File: src/logic/sad_pkg.sv
// Package of constants and types for the system address decoder.
package sad_pkg;

  localparam int unsigned N_MASTERS = 5;
  localparam int unsigned N_SLAVES = 5;
  localparam int unsigned N_CS = 8;

  // Top-level region numbers, taken from address bits 31..28.
  localparam logic [3:0] REG_INTERNAL = 4'h0;
  localparam logic [3:0] REG_EXT_FIRST = 4'h1;
  localparam logic [3:0] REG_EXT_LAST = 4'h8;
  localparam logic [3:0] REG_PERIPH = 4'hf;

  // Second stage inside region zero, 1 Mbyte windows, bits 27..20.
  localparam logic [7:0] WIN_BOOT = 8'h00;
  localparam logic [7:0] WIN_SRAM_A = 8'h01;
  localparam logic [7:0] WIN_SRAM_B = 8'h02;
  localparam logic [7:0] WIN_SRAM_C = 8'h03;
  localparam logic [7:0] WIN_ROM = 8'h04;
  localparam logic [7:0] WIN_USB_REGS = 8'h05;
  localparam logic [7:0] WIN_LCD_REGS = 8'h06;

  // ROM is 32 Kbytes, SRAM blocks are 16 Kbytes.
  localparam logic [19:0] ROM_LIMIT = 20'h08000;
  localparam int unsigned BLK_SHIFT = 14;
  localparam logic [3:0] N_BLOCKS = 4'ha;
  localparam logic [3:0] C_FIXED_BLOCKS = 4'h2;

  // Master numbers.
  localparam logic [2:0] M_INSTR = 3'h0;
  localparam logic [2:0] M_DATA = 3'h1;

  // Size codes for SRAM A and SRAM B: 0, 16, 32 or 64 Kbytes.
  typedef enum logic [1:0] {
    SAD_SZ_0K = 2'b00,
    SAD_SZ_16K = 2'b01,
    SAD_SZ_32K = 2'b10,
    SAD_SZ_64K = 2'b11
  } sad_size_t;

  // Slave targets, with the matrix slave numbers, plus abort.
  typedef enum logic [2:0] {
    SAD_T_SRAM = 3'b000,
    SAD_T_ROM = 3'b001,
    SAD_T_HOSTREG = 3'b010,
    SAD_T_EBI = 3'b011,
    SAD_T_PERIPH = 3'b100,
    SAD_T_ABORT = 3'b111
  } sad_target_t;

  // SRAM area selected inside slave 0.
  typedef enum logic [1:0] {
    SAD_A_NONE = 2'b00,
    SAD_A_A = 2'b01,
    SAD_A_B = 2'b10,
    SAD_A_C = 2'b11
  } sad_area_t;

  // One master's request.
  typedef struct packed {
    logic valid;
    logic [31:0] addr;
  } sad_req_t;

  // One decoded route.
  typedef struct packed {
    logic valid;
    sad_target_t target;
    logic [7:0] cs;
    sad_area_t area;
    logic [3:0] block;
    logic [13:0] offset;
  } sad_route_t;

endpackage

File: src/logic/sad_decoder.sv
// Five-master address decoder with boot select, remap and SRAM split.
`timescale 1ns/1ps
`default_nettype none

module sad_decoder
  import sad_pkg::*;
(
  // Clock and reset.
  input wire logic i_mclk,
  input wire logic i_rst_b,
  // Boot strap pin, asynchronous to the clock.
  input wire logic i_boot_memory_select,
  // Configuration bits.
  input wire logic i_swap_bit_instr_master,
  input wire logic i_swap_bit_data_master,
  input wire sad_size_t i_size_sram_a,
  input wire sad_size_t i_size_sram_b,
  // Master requests: a pulse of valid starts a transfer.
  input wire sad_req_t [N_MASTERS-1:0] i_req,
  // Transfer completion per master, ends the transfer in progress.
  input wire logic [N_MASTERS-1:0] i_done,
  // Decoded routes, one per master.
  output sad_route_t [N_MASTERS-1:0] o_route,
  // Arbiter grants per slave, one-hot master number.
  output logic [N_SLAVES-1:0][N_MASTERS-1:0] o_grant,
  // State visible to software.
  output logic o_boot_rom,
  output logic [3:0] o_sram_c_blocks
);

  // Number of blocks for a size code.
  function automatic logic [3:0] blocks_of(input sad_size_t sz);
    unique case (sz)
      SAD_SZ_0K: blocks_of = 4'h0;
      SAD_SZ_16K: blocks_of = 4'h1;
      SAD_SZ_32K: blocks_of = 4'h2;
      SAD_SZ_64K: blocks_of = 4'h4;
    endcase
  endfunction

  // Boot strap synchroniser and capture.
  logic boot_meta_ff;
  logic boot_sync_ff;
  logic boot_taken_ff;
  logic boot_rom_ff;

  always_ff @(posedge i_mclk or negedge i_rst_b) begin
    if (!i_rst_b) begin
      boot_meta_ff <= 1'b0;
      boot_sync_ff <= 1'b0;
    end else begin
      boot_meta_ff <= i_boot_memory_select;
      boot_sync_ff <= boot_meta_ff;
    end
  end

  // Edges after release are counted so the strap is taken only once both
  // synchroniser stages hold the pin and no longer their reset value.
  logic [1:0] boot_wait_ff;

  always_ff @(posedge i_mclk or negedge i_rst_b) begin
    if (!i_rst_b) begin
      boot_wait_ff <= 2'h0;
    end else if (boot_wait_ff != 2'h2) begin
      boot_wait_ff <= boot_wait_ff + 2'h1;
    end
  end

  // The pin is caught once, on the third edge after release, then held.
  always_ff @(posedge i_mclk or negedge i_rst_b) begin
    if (!i_rst_b) begin
      boot_taken_ff <= 1'b0;
      boot_rom_ff <= 1'b0;
    end else if (!boot_taken_ff && boot_wait_ff == 2'h2) begin
      boot_taken_ff <= 1'b1;
      boot_rom_ff <= boot_sync_ff;
    end
  end

  // Live configuration; a whole-bus idle is needed before it is adopted.
  logic [N_MASTERS-1:0] busy_ff;
  logic [N_MASTERS-1:0] nxt_busy;
  logic [1:0] remap_ff;
  logic [3:0] a_blocks_ff;
  logic [3:0] b_blocks_ff;
  logic idle;

  // Waiting for a whole-bus idle costs latency on a busy bus, but keeps
  // every open route pointing at the memory that it started on.
  assign idle = (busy_ff == '0) && (i_req_valid_any() == 1'b0);

  function automatic logic i_req_valid_any();
    logic any;
    any = 1'b0;
    for (int m = 0; m < N_MASTERS; m++) begin
      any = any | i_req[m].valid;
    end
    i_req_valid_any = any;
  endfunction

  // Reset gives all ten blocks to SRAM C and clears remap.
  always_ff @(posedge i_mclk or negedge i_rst_b) begin
    if (!i_rst_b) begin
      remap_ff <= 2'b00;
      a_blocks_ff <= 4'h0;
      b_blocks_ff <= 4'h0;
    end else if (idle) begin
      // Only adopted with no transfer open, so a route never changes.
      remap_ff <= {i_swap_bit_data_master, i_swap_bit_instr_master};
      a_blocks_ff <= blocks_of(i_size_sram_a);
      b_blocks_ff <= blocks_of(i_size_sram_b);
    end
  end

  // SRAM C always keeps at least the two fixed blocks.
  // A and B together never ask for more than eight blocks, so this
  // subtraction cannot eat into the two blocks kept for SRAM C.
  logic [3:0] c_blocks;
  assign c_blocks = N_BLOCKS - a_blocks_ff - b_blocks_ff;

  // True when the 16 Kbyte block of an offset lies inside an area.
  // Every SRAM window clips through here, so all areas abort alike.
  function automatic logic in_area(input logic [19:0] off,
                                   input logic [3:0] blocks);
    logic [5:0] blk;
    blk = off[19:BLK_SHIFT];
    in_area = blk < {2'b00, blocks};
  endfunction

  // Second stage inside region zero, in 1 Mbyte windows.
  function automatic sad_route_t decode_internal(input logic core,
                                                 input logic swap,
                                                 input logic [31:0] a);
    sad_route_t r;
    logic [7:0] win;
    logic [19:0] off;
    r = '0;
    win = a[27:20];
    off = a[19:0];
    r.valid = 1'b1;
    r.target = SAD_T_ABORT;
    r.offset = off[13:0];

    // Address zero: only the two core masters see a boot memory here.
    if (win == WIN_BOOT && core) begin
      if (swap) begin
        if (in_area(off, c_blocks)) begin
          r.target = SAD_T_SRAM;
          r.area = SAD_A_C;
          r.block = off[17:BLK_SHIFT];
        end
      end else if (boot_rom_ff) begin
        if (off < ROM_LIMIT) begin
          r.target = SAD_T_ROM;
        end
      end else begin
        r.target = SAD_T_EBI;
        r.cs = 8'h01;
      end

    // The three SRAM areas, each clipped to its configured size.
    end else if (win == WIN_SRAM_A &&
                 in_area(off, a_blocks_ff)) begin
      r.target = SAD_T_SRAM;
      r.area = SAD_A_A;
      r.block = off[17:BLK_SHIFT];
    end else if (win == WIN_SRAM_B &&
                 in_area(off, b_blocks_ff)) begin
      r.target = SAD_T_SRAM;
      r.area = SAD_A_B;
      r.block = off[17:BLK_SHIFT];
    end else if (win == WIN_SRAM_C &&
                 in_area(off, c_blocks)) begin
      r.target = SAD_T_SRAM;
      r.area = SAD_A_C;
      r.block = off[17:BLK_SHIFT];

    // ROM and the host register interfaces.
    end else if (win == WIN_ROM && off < ROM_LIMIT) begin
      r.target = SAD_T_ROM;
    end else if (win == WIN_USB_REGS || win == WIN_LCD_REGS) begin
      r.target = SAD_T_HOSTREG;
    end
    decode_internal = r;
  endfunction

  // Independent decoder for one master.
  function automatic sad_route_t decode(input logic [2:0] m,
                                        input logic [31:0] a);
    sad_route_t r;
    logic [3:0] region;
    logic core;
    logic swap;
    region = a[31:28];
    core = (m == M_INSTR) || (m == M_DATA);
    swap = (m == M_INSTR) ? remap_ff[0] : remap_ff[1];
    r = '0;
    r.valid = 1'b1;
    r.target = SAD_T_ABORT;
    r.offset = a[13:0];
    if (region == REG_INTERNAL) begin
      r = decode_internal(core, swap, a);
    end else if (region >= REG_EXT_FIRST && region <= REG_EXT_LAST) begin
      r.target = SAD_T_EBI;
      r.cs = 8'h01 << (region - REG_EXT_FIRST);
    end else if (region == REG_PERIPH) begin
      r.target = SAD_T_PERIPH;
    end
    decode = r;
  endfunction

  // Routes are latched at the start of a transfer and held to its end.
  genvar gm;
  generate
    for (gm = 0; gm < N_MASTERS; gm++) begin : g_master
      sad_route_t nxt_route;
      always_comb begin
        nxt_route = o_route[gm];
        if (i_req[gm].valid && !busy_ff[gm]) begin
          // Route available the next cycle: one-cycle decode.
          nxt_route = decode(3'(gm), i_req[gm].addr);
        end else if (i_done[gm]) begin
          nxt_route = '0;
        end
      end
      always_ff @(posedge i_mclk or negedge i_rst_b) begin
        if (!i_rst_b) begin
          o_route[gm] <= '0;
        end else begin
          o_route[gm] <= nxt_route;
        end
      end
      always_comb begin
        nxt_busy[gm] = busy_ff[gm];
        if (i_req[gm].valid && !busy_ff[gm]) begin
          nxt_busy[gm] = 1'b1;
        end else if (i_done[gm]) begin
          nxt_busy[gm] = 1'b0;
        end
      end
    end
  endgenerate

  always_ff @(posedge i_mclk or negedge i_rst_b) begin
    if (!i_rst_b) begin
      busy_ff <= '0;
    end else begin
      busy_ff <= nxt_busy;
    end
  end

  // Per-slave round-robin arbiters, each with its own pointer.
  // The pointer starts at the last master, so master 0 wins first.
  logic [N_SLAVES-1:0][2:0] last_ff;
  genvar gs;
  generate
    for (gs = 0; gs < N_SLAVES; gs++) begin : g_slave
      logic [N_MASTERS-1:0] want;
      logic [N_MASTERS-1:0] pick;
      always_comb begin
        logic [2:0] k;
        logic found;
        k = 3'h0;
        found = 1'b0;
        pick = '0;
        for (int m = 0; m < N_MASTERS; m++) begin
          want[m] = o_route[m].valid &&
                    (o_route[m].target == sad_target_t'(gs));
        end
        for (int j = 1; j <= N_MASTERS; j++) begin
          k = 3'((int'(last_ff[gs]) + j) % N_MASTERS);
          if (!found && want[k]) begin
            found = 1'b1;
            pick[k] = 1'b1;
          end
        end
      end
      always_ff @(posedge i_mclk or negedge i_rst_b) begin
        if (!i_rst_b) begin
          o_grant[gs] <= '0;
          last_ff[gs] <= 3'h4;
        end else begin
          // A grant is held until its owner stops asking.
          if (o_grant[gs] == '0 || (o_grant[gs] & want) == '0) begin
            o_grant[gs] <= pick;
            for (int m = 0; m < N_MASTERS; m++) begin
              if (pick[m]) begin
                last_ff[gs] <= 3'(m);
              end
            end
          end
        end
      end
    end
  endgenerate

  // Status copies are registered so that every output leaves a flip-flop.
  always_ff @(posedge i_mclk or negedge i_rst_b) begin
    if (!i_rst_b) begin
      o_boot_rom <= 1'b0;
      o_sram_c_blocks <= N_BLOCKS;
    end else begin
      o_boot_rom <= boot_rom_ff;
      o_sram_c_blocks <= c_blocks;
    end
  end

endmodule

`default_nettype wire

File: config.mk
export PLATFORM = sky130hd
export DESIGN_NAME = sad_decoder
export DESIGN_NICKNAME = d
export VERILOG_FILES = /design/src/logic/sad_pkg.sv /design/src/logic/sad_decoder.sv
export SDC_FILE = /design/constraint.sdc
export NUM_CORES = 1
export LEC_CHECK = 0
export ABC_CLOCK_PERIOD_IN_PS = 5400
export BUFFER_PORTS_ARGS = -buffer_cell sky130_fd_sc_hd__buf_2
export CORE_MARGIN = 2
export CORE_UTILIZATION = 47
export DETAILED_ROUTE_END_ITERATION = 10
export PLACE_DENSITY_LB_ADDON = 0.1
export SLEW_MARGIN = 20
export SYNTH_ARGS = -nofsm -noshare
export SYNTH_HDL_FRONTEND = slang
export SYNTH_SLANG_ARGS = --single-unit
File: constraint.sdc
create_clock -name i_mclk -period 5.4 [get_ports i_mclk]
set_input_delay 1.08 -clock i_mclk [delete_from_list [all_inputs] [get_ports i_mclk]]
set_output_delay 1.08 -clock i_mclk [all_outputs]
set_load 0.02 [all_outputs]
==> results.md <==
* Total wire length at 75130 um
* Hold_ws at approximately 0.38 ns
* DR DRC count at 0
* Fraction of layout cells with a size suffix above 1 at 0.2134
* Main synth FF type: dfrtp_1
* Die W at around 220 um
* TritonRoute pass-1 iters at 5
* Mapped Cells at between 2000 and 3000
* Post-synth EDFFs at 0
* DRT iter0 DRCs at around 1700
* IO Port Bufs at about 370
* Number of CTS-inserted buffers at 26
* GR Util All Layers at 0.3102
* Synth top area cells: dfrtp_1 25%, ha_1 9.9%, nand2_1 5.2%
* Syn_nets at between 2000 and 3000
* RSZ-0062 raised after global routing: false
* Vias in the first global route at approximately 21000
* Most frequent cells in the layout: 367 x buf_2, 296 x nand2_1, 211 x dfrtp_1
* Final setup TNS at 0 ns
* Critical-path top delay cell: or4b_4
* GR Util met1 at 0.3916
* Nets at roughly 3300
* Register bit total from synthesis at about 220
* Largest net degree at the start of global routing at around 120
* First-pass GRT wire length at approximately 120000 um
* Final hold viol count at 0
* Via count at between 20000 and 25000
* Max-slew headroom at 0.3149
* Lkg Pwr at 11.35 nW
* Slew Limit Fails at 0
* Final setup fails at 0
* Top cell type by total area after synthesis: dfrtp_1
* Per-cell routed wire length at roughly 21 um
* Clock Sinks at roughly 220
* # IOs at approximately 370
* Critical path class: reg2reg
* Final Cell Area at 24830 um2
* Die area at 47070 um2
* Post-route ant nets at 0
* Hold crit path type: reg2reg
* Clock Tree Buf Depth at 3
* Crit path capture type: flip-flop
* CTS tree: yes
* Yosys warns at 0
* CP most frequent cell: ha_1
* GP Congestion at approximately 1
* Site Rows at 78
* Dpl ws at 0.3418 ns
* Final min period at slightly above 5 ns
* FFs w/ async S/R, synth at 1.000
* Seq/Total Area, Yosys at 0.2575
* Initial antenna violation count at 15
* Cts-stage hold buffer count at 0
* Final Worst Setup Slack at between 0.3 and 0.4 ns
* Grt peak-use layer: met2
* Final Util at 0.5506
* Worst path required time at 5.87 ns
* Cell Pwr Density at 743.6 nW/um2
* CP max FO at 8
* Crit path max-delay family: simple AND/OR/NAND/NOR gates
* Worst-Skew Late Latency at about 0.57 ns
* Met2 GRT Util at 0.5291
* Average via count per standard cell at ~6.1
* Final period util at 0.9341
* GR Util met3 at 0.06150
* H-tree depth at 1
* Post-synthesis instance area at 21310 um2
* Peak supply drop at 0.0004384 V
* Critical Path Source Type: flip-flop
* Die Span Y at about 220 um
* Worst-path clk slew at around 0.06 ns
* Top cell type's share of synthesized area at 0.2489
* Initial core utilization at 0.4727
* Area of the core at between 40000 and 50000 um2
* Outcome: complete, no violations
* Syn_area_per_cell at ~8.2 um2
* Clock Skew at around 0.029 ns
* Critical path arrival at 5.52 ns
* Root buffer cell: clkbuf_16
* Max Cap Viol at 0
* DP Area at about 24000 um2
* Commonest non-fill, non-tap cell in the layout: buf_2
* Least-Margin Pin Slew at 1.020 ns
* Cell variety after synth at 136
* Max Freq at about 0.2 GHz
* Area Growth Syn to Fin at 16.48%
* Fill count at approximately 4300
* Largest stage delay, worst path at approximately 0.59 ns
* Dpl hpwl at 58370 um
* CP Cell Sequence: clkinvlp_4 > buf_4 > ha_1 > inv_1 > ha_1 > nor2_1 > a211o_1 > nand2_2 > ha_1 > or2b_2 > a32o_2 > and3_1 > o211a_1 > mux2_2 > a21oi_1 > nand2_1 > or4b_4 > o211ai_1
* GRT Residual Overflow at 0
* WP buf/inv at 3
## metal layers
layer	part of all wire	routed length, um
met3	0.071	5347
met1	0.42	31210
met2	0.47	35680
met4	0.037	2778
met5	0.0016	117
## stage by stage
stage | instances | power, W
floorplan | 2591 | 0.01292
global route | 3542 | 0.02002
finish | 3543 | 0.01846
global placement | 3487 | 0.01587
detailed placement | 3487 | 0.01614
CTS | 3535 | 0.01815
## sequential cells by signal, summed over array words and instances, names as in the netlist
| signal | count |
|---|---|
| o_grant | 25 |
| remap_ff | 2 |
| o_route | 160 |
| boot_sync_ff | 1 |
| o_sram_c_blocks | 4 |
| boot_wait_ff | 2 |
| boot_taken_ff | 1 |
| boot_meta_ff | 1 |
| b_blocks_ff | 3 |
| boot_rom_ff | 1 |
| a_blocks_ff | 3 |
| last_ff | 15 |
| o_boot_rom | 1 |
## cell type report
cell class,count,area [um2],share of cell area
Clock buffer,38,777.0,0.03130
Tap cell,600,750.7,0.03024
Multi-Input combinational cell,2115,14840,0.5977
Sequential cell,219,5494,0.2213
Inverter,129,488.0,0.01966
Clock inverter,10,156.4,0.006300
Antenna cell,5,12.51,0.0005040
Timing Repair Buffer,427,2307,0.09294
## cells in the mapped netlist (26+ instances only)
library cell / number
dfrtp_1: 212
a21oi_1: 102
nand2b_1: 114
nand3b_1: 35
nor2b_1: 47
and3_1: 27
inv_1: 114
o211ai_1: 31
o21ai_0: 194
o31ai_1: 29
mux2_2: 26
nor2_1: 135
a21o_1: 27
clkbuf_1: 83
or3_1: 30
nand3_1: 70
xnor2_1: 40
nand2_1: 296
a211oi_1: 29
nor4_1: 26
nor3_1: 74
a31oi_1: 31
ha_1: 168
a22o_1: 49
## where the power goes
group          internal [W]  switching (W)
Sequential          0.00192       0.000321
Clock               0.00119       0.000749
Combinational       0.00565        0.00864
Total               0.00875        0.00971
## path summary, 6_finish.rpt
| check | slack (ns) | from | cells after the start | end |
|---|---|---|---|---|
| min | 0.38 | boot_meta_ff$_DFF_PN0_ | 0 | boot_sync_ff$_DFF_PN0_ |
| max reg2reg | 0.36 | last_ff[4]$_DFFE_PN0P_ | 18 | last_ff[5]$_DFFE_PN1P_ |
| max in group asynchronous | 3.63 | i_rst_b | 2 | last_ff[11]$_DFFE_PN1P_ |
| max | 0.36 | last_ff[4]$_DFFE_PN0P_ | 18 | last_ff[5]$_DFFE_PN1P_ |
| min reg2reg | 0.38 | boot_meta_ff$_DFF_PN0_ | 0 | boot_sync_ff$_DFF_PN0_ |
| min in group asynchronous | 0.61 | i_rst_b | 1 | o_route[137]$_DFFE_PN0P_ |
## cells by family (layout without fill, tap and decap cells)
logic type | after synthesis | count (layout) | share of synthesized area
mux | 56 | 56 | 0.03023
other cells | 0 | 5 | 0
xor+xnor | 56 | 56 | 0.02742
fa+ha+maj | 171 | 171 | 0.1014
flops | 219 | 219 | 0.2575
buf+inv | 257 | 604 | 0.04984
compound gates | 805 | 805 | 0.2737
simple gates | 1027 | 1027 | 0.2598
## what timing repair did
| item | CTS | global route |
|---|---|---|
| hold endpoints to repair | 0 | 0 |
| buffers inserted | 0 | 3 |
| endpoints found under the setup margin | 0 | 12 |
| gates resized for setup | 0 | 12 |
Power figures use the tool's default switching activity.
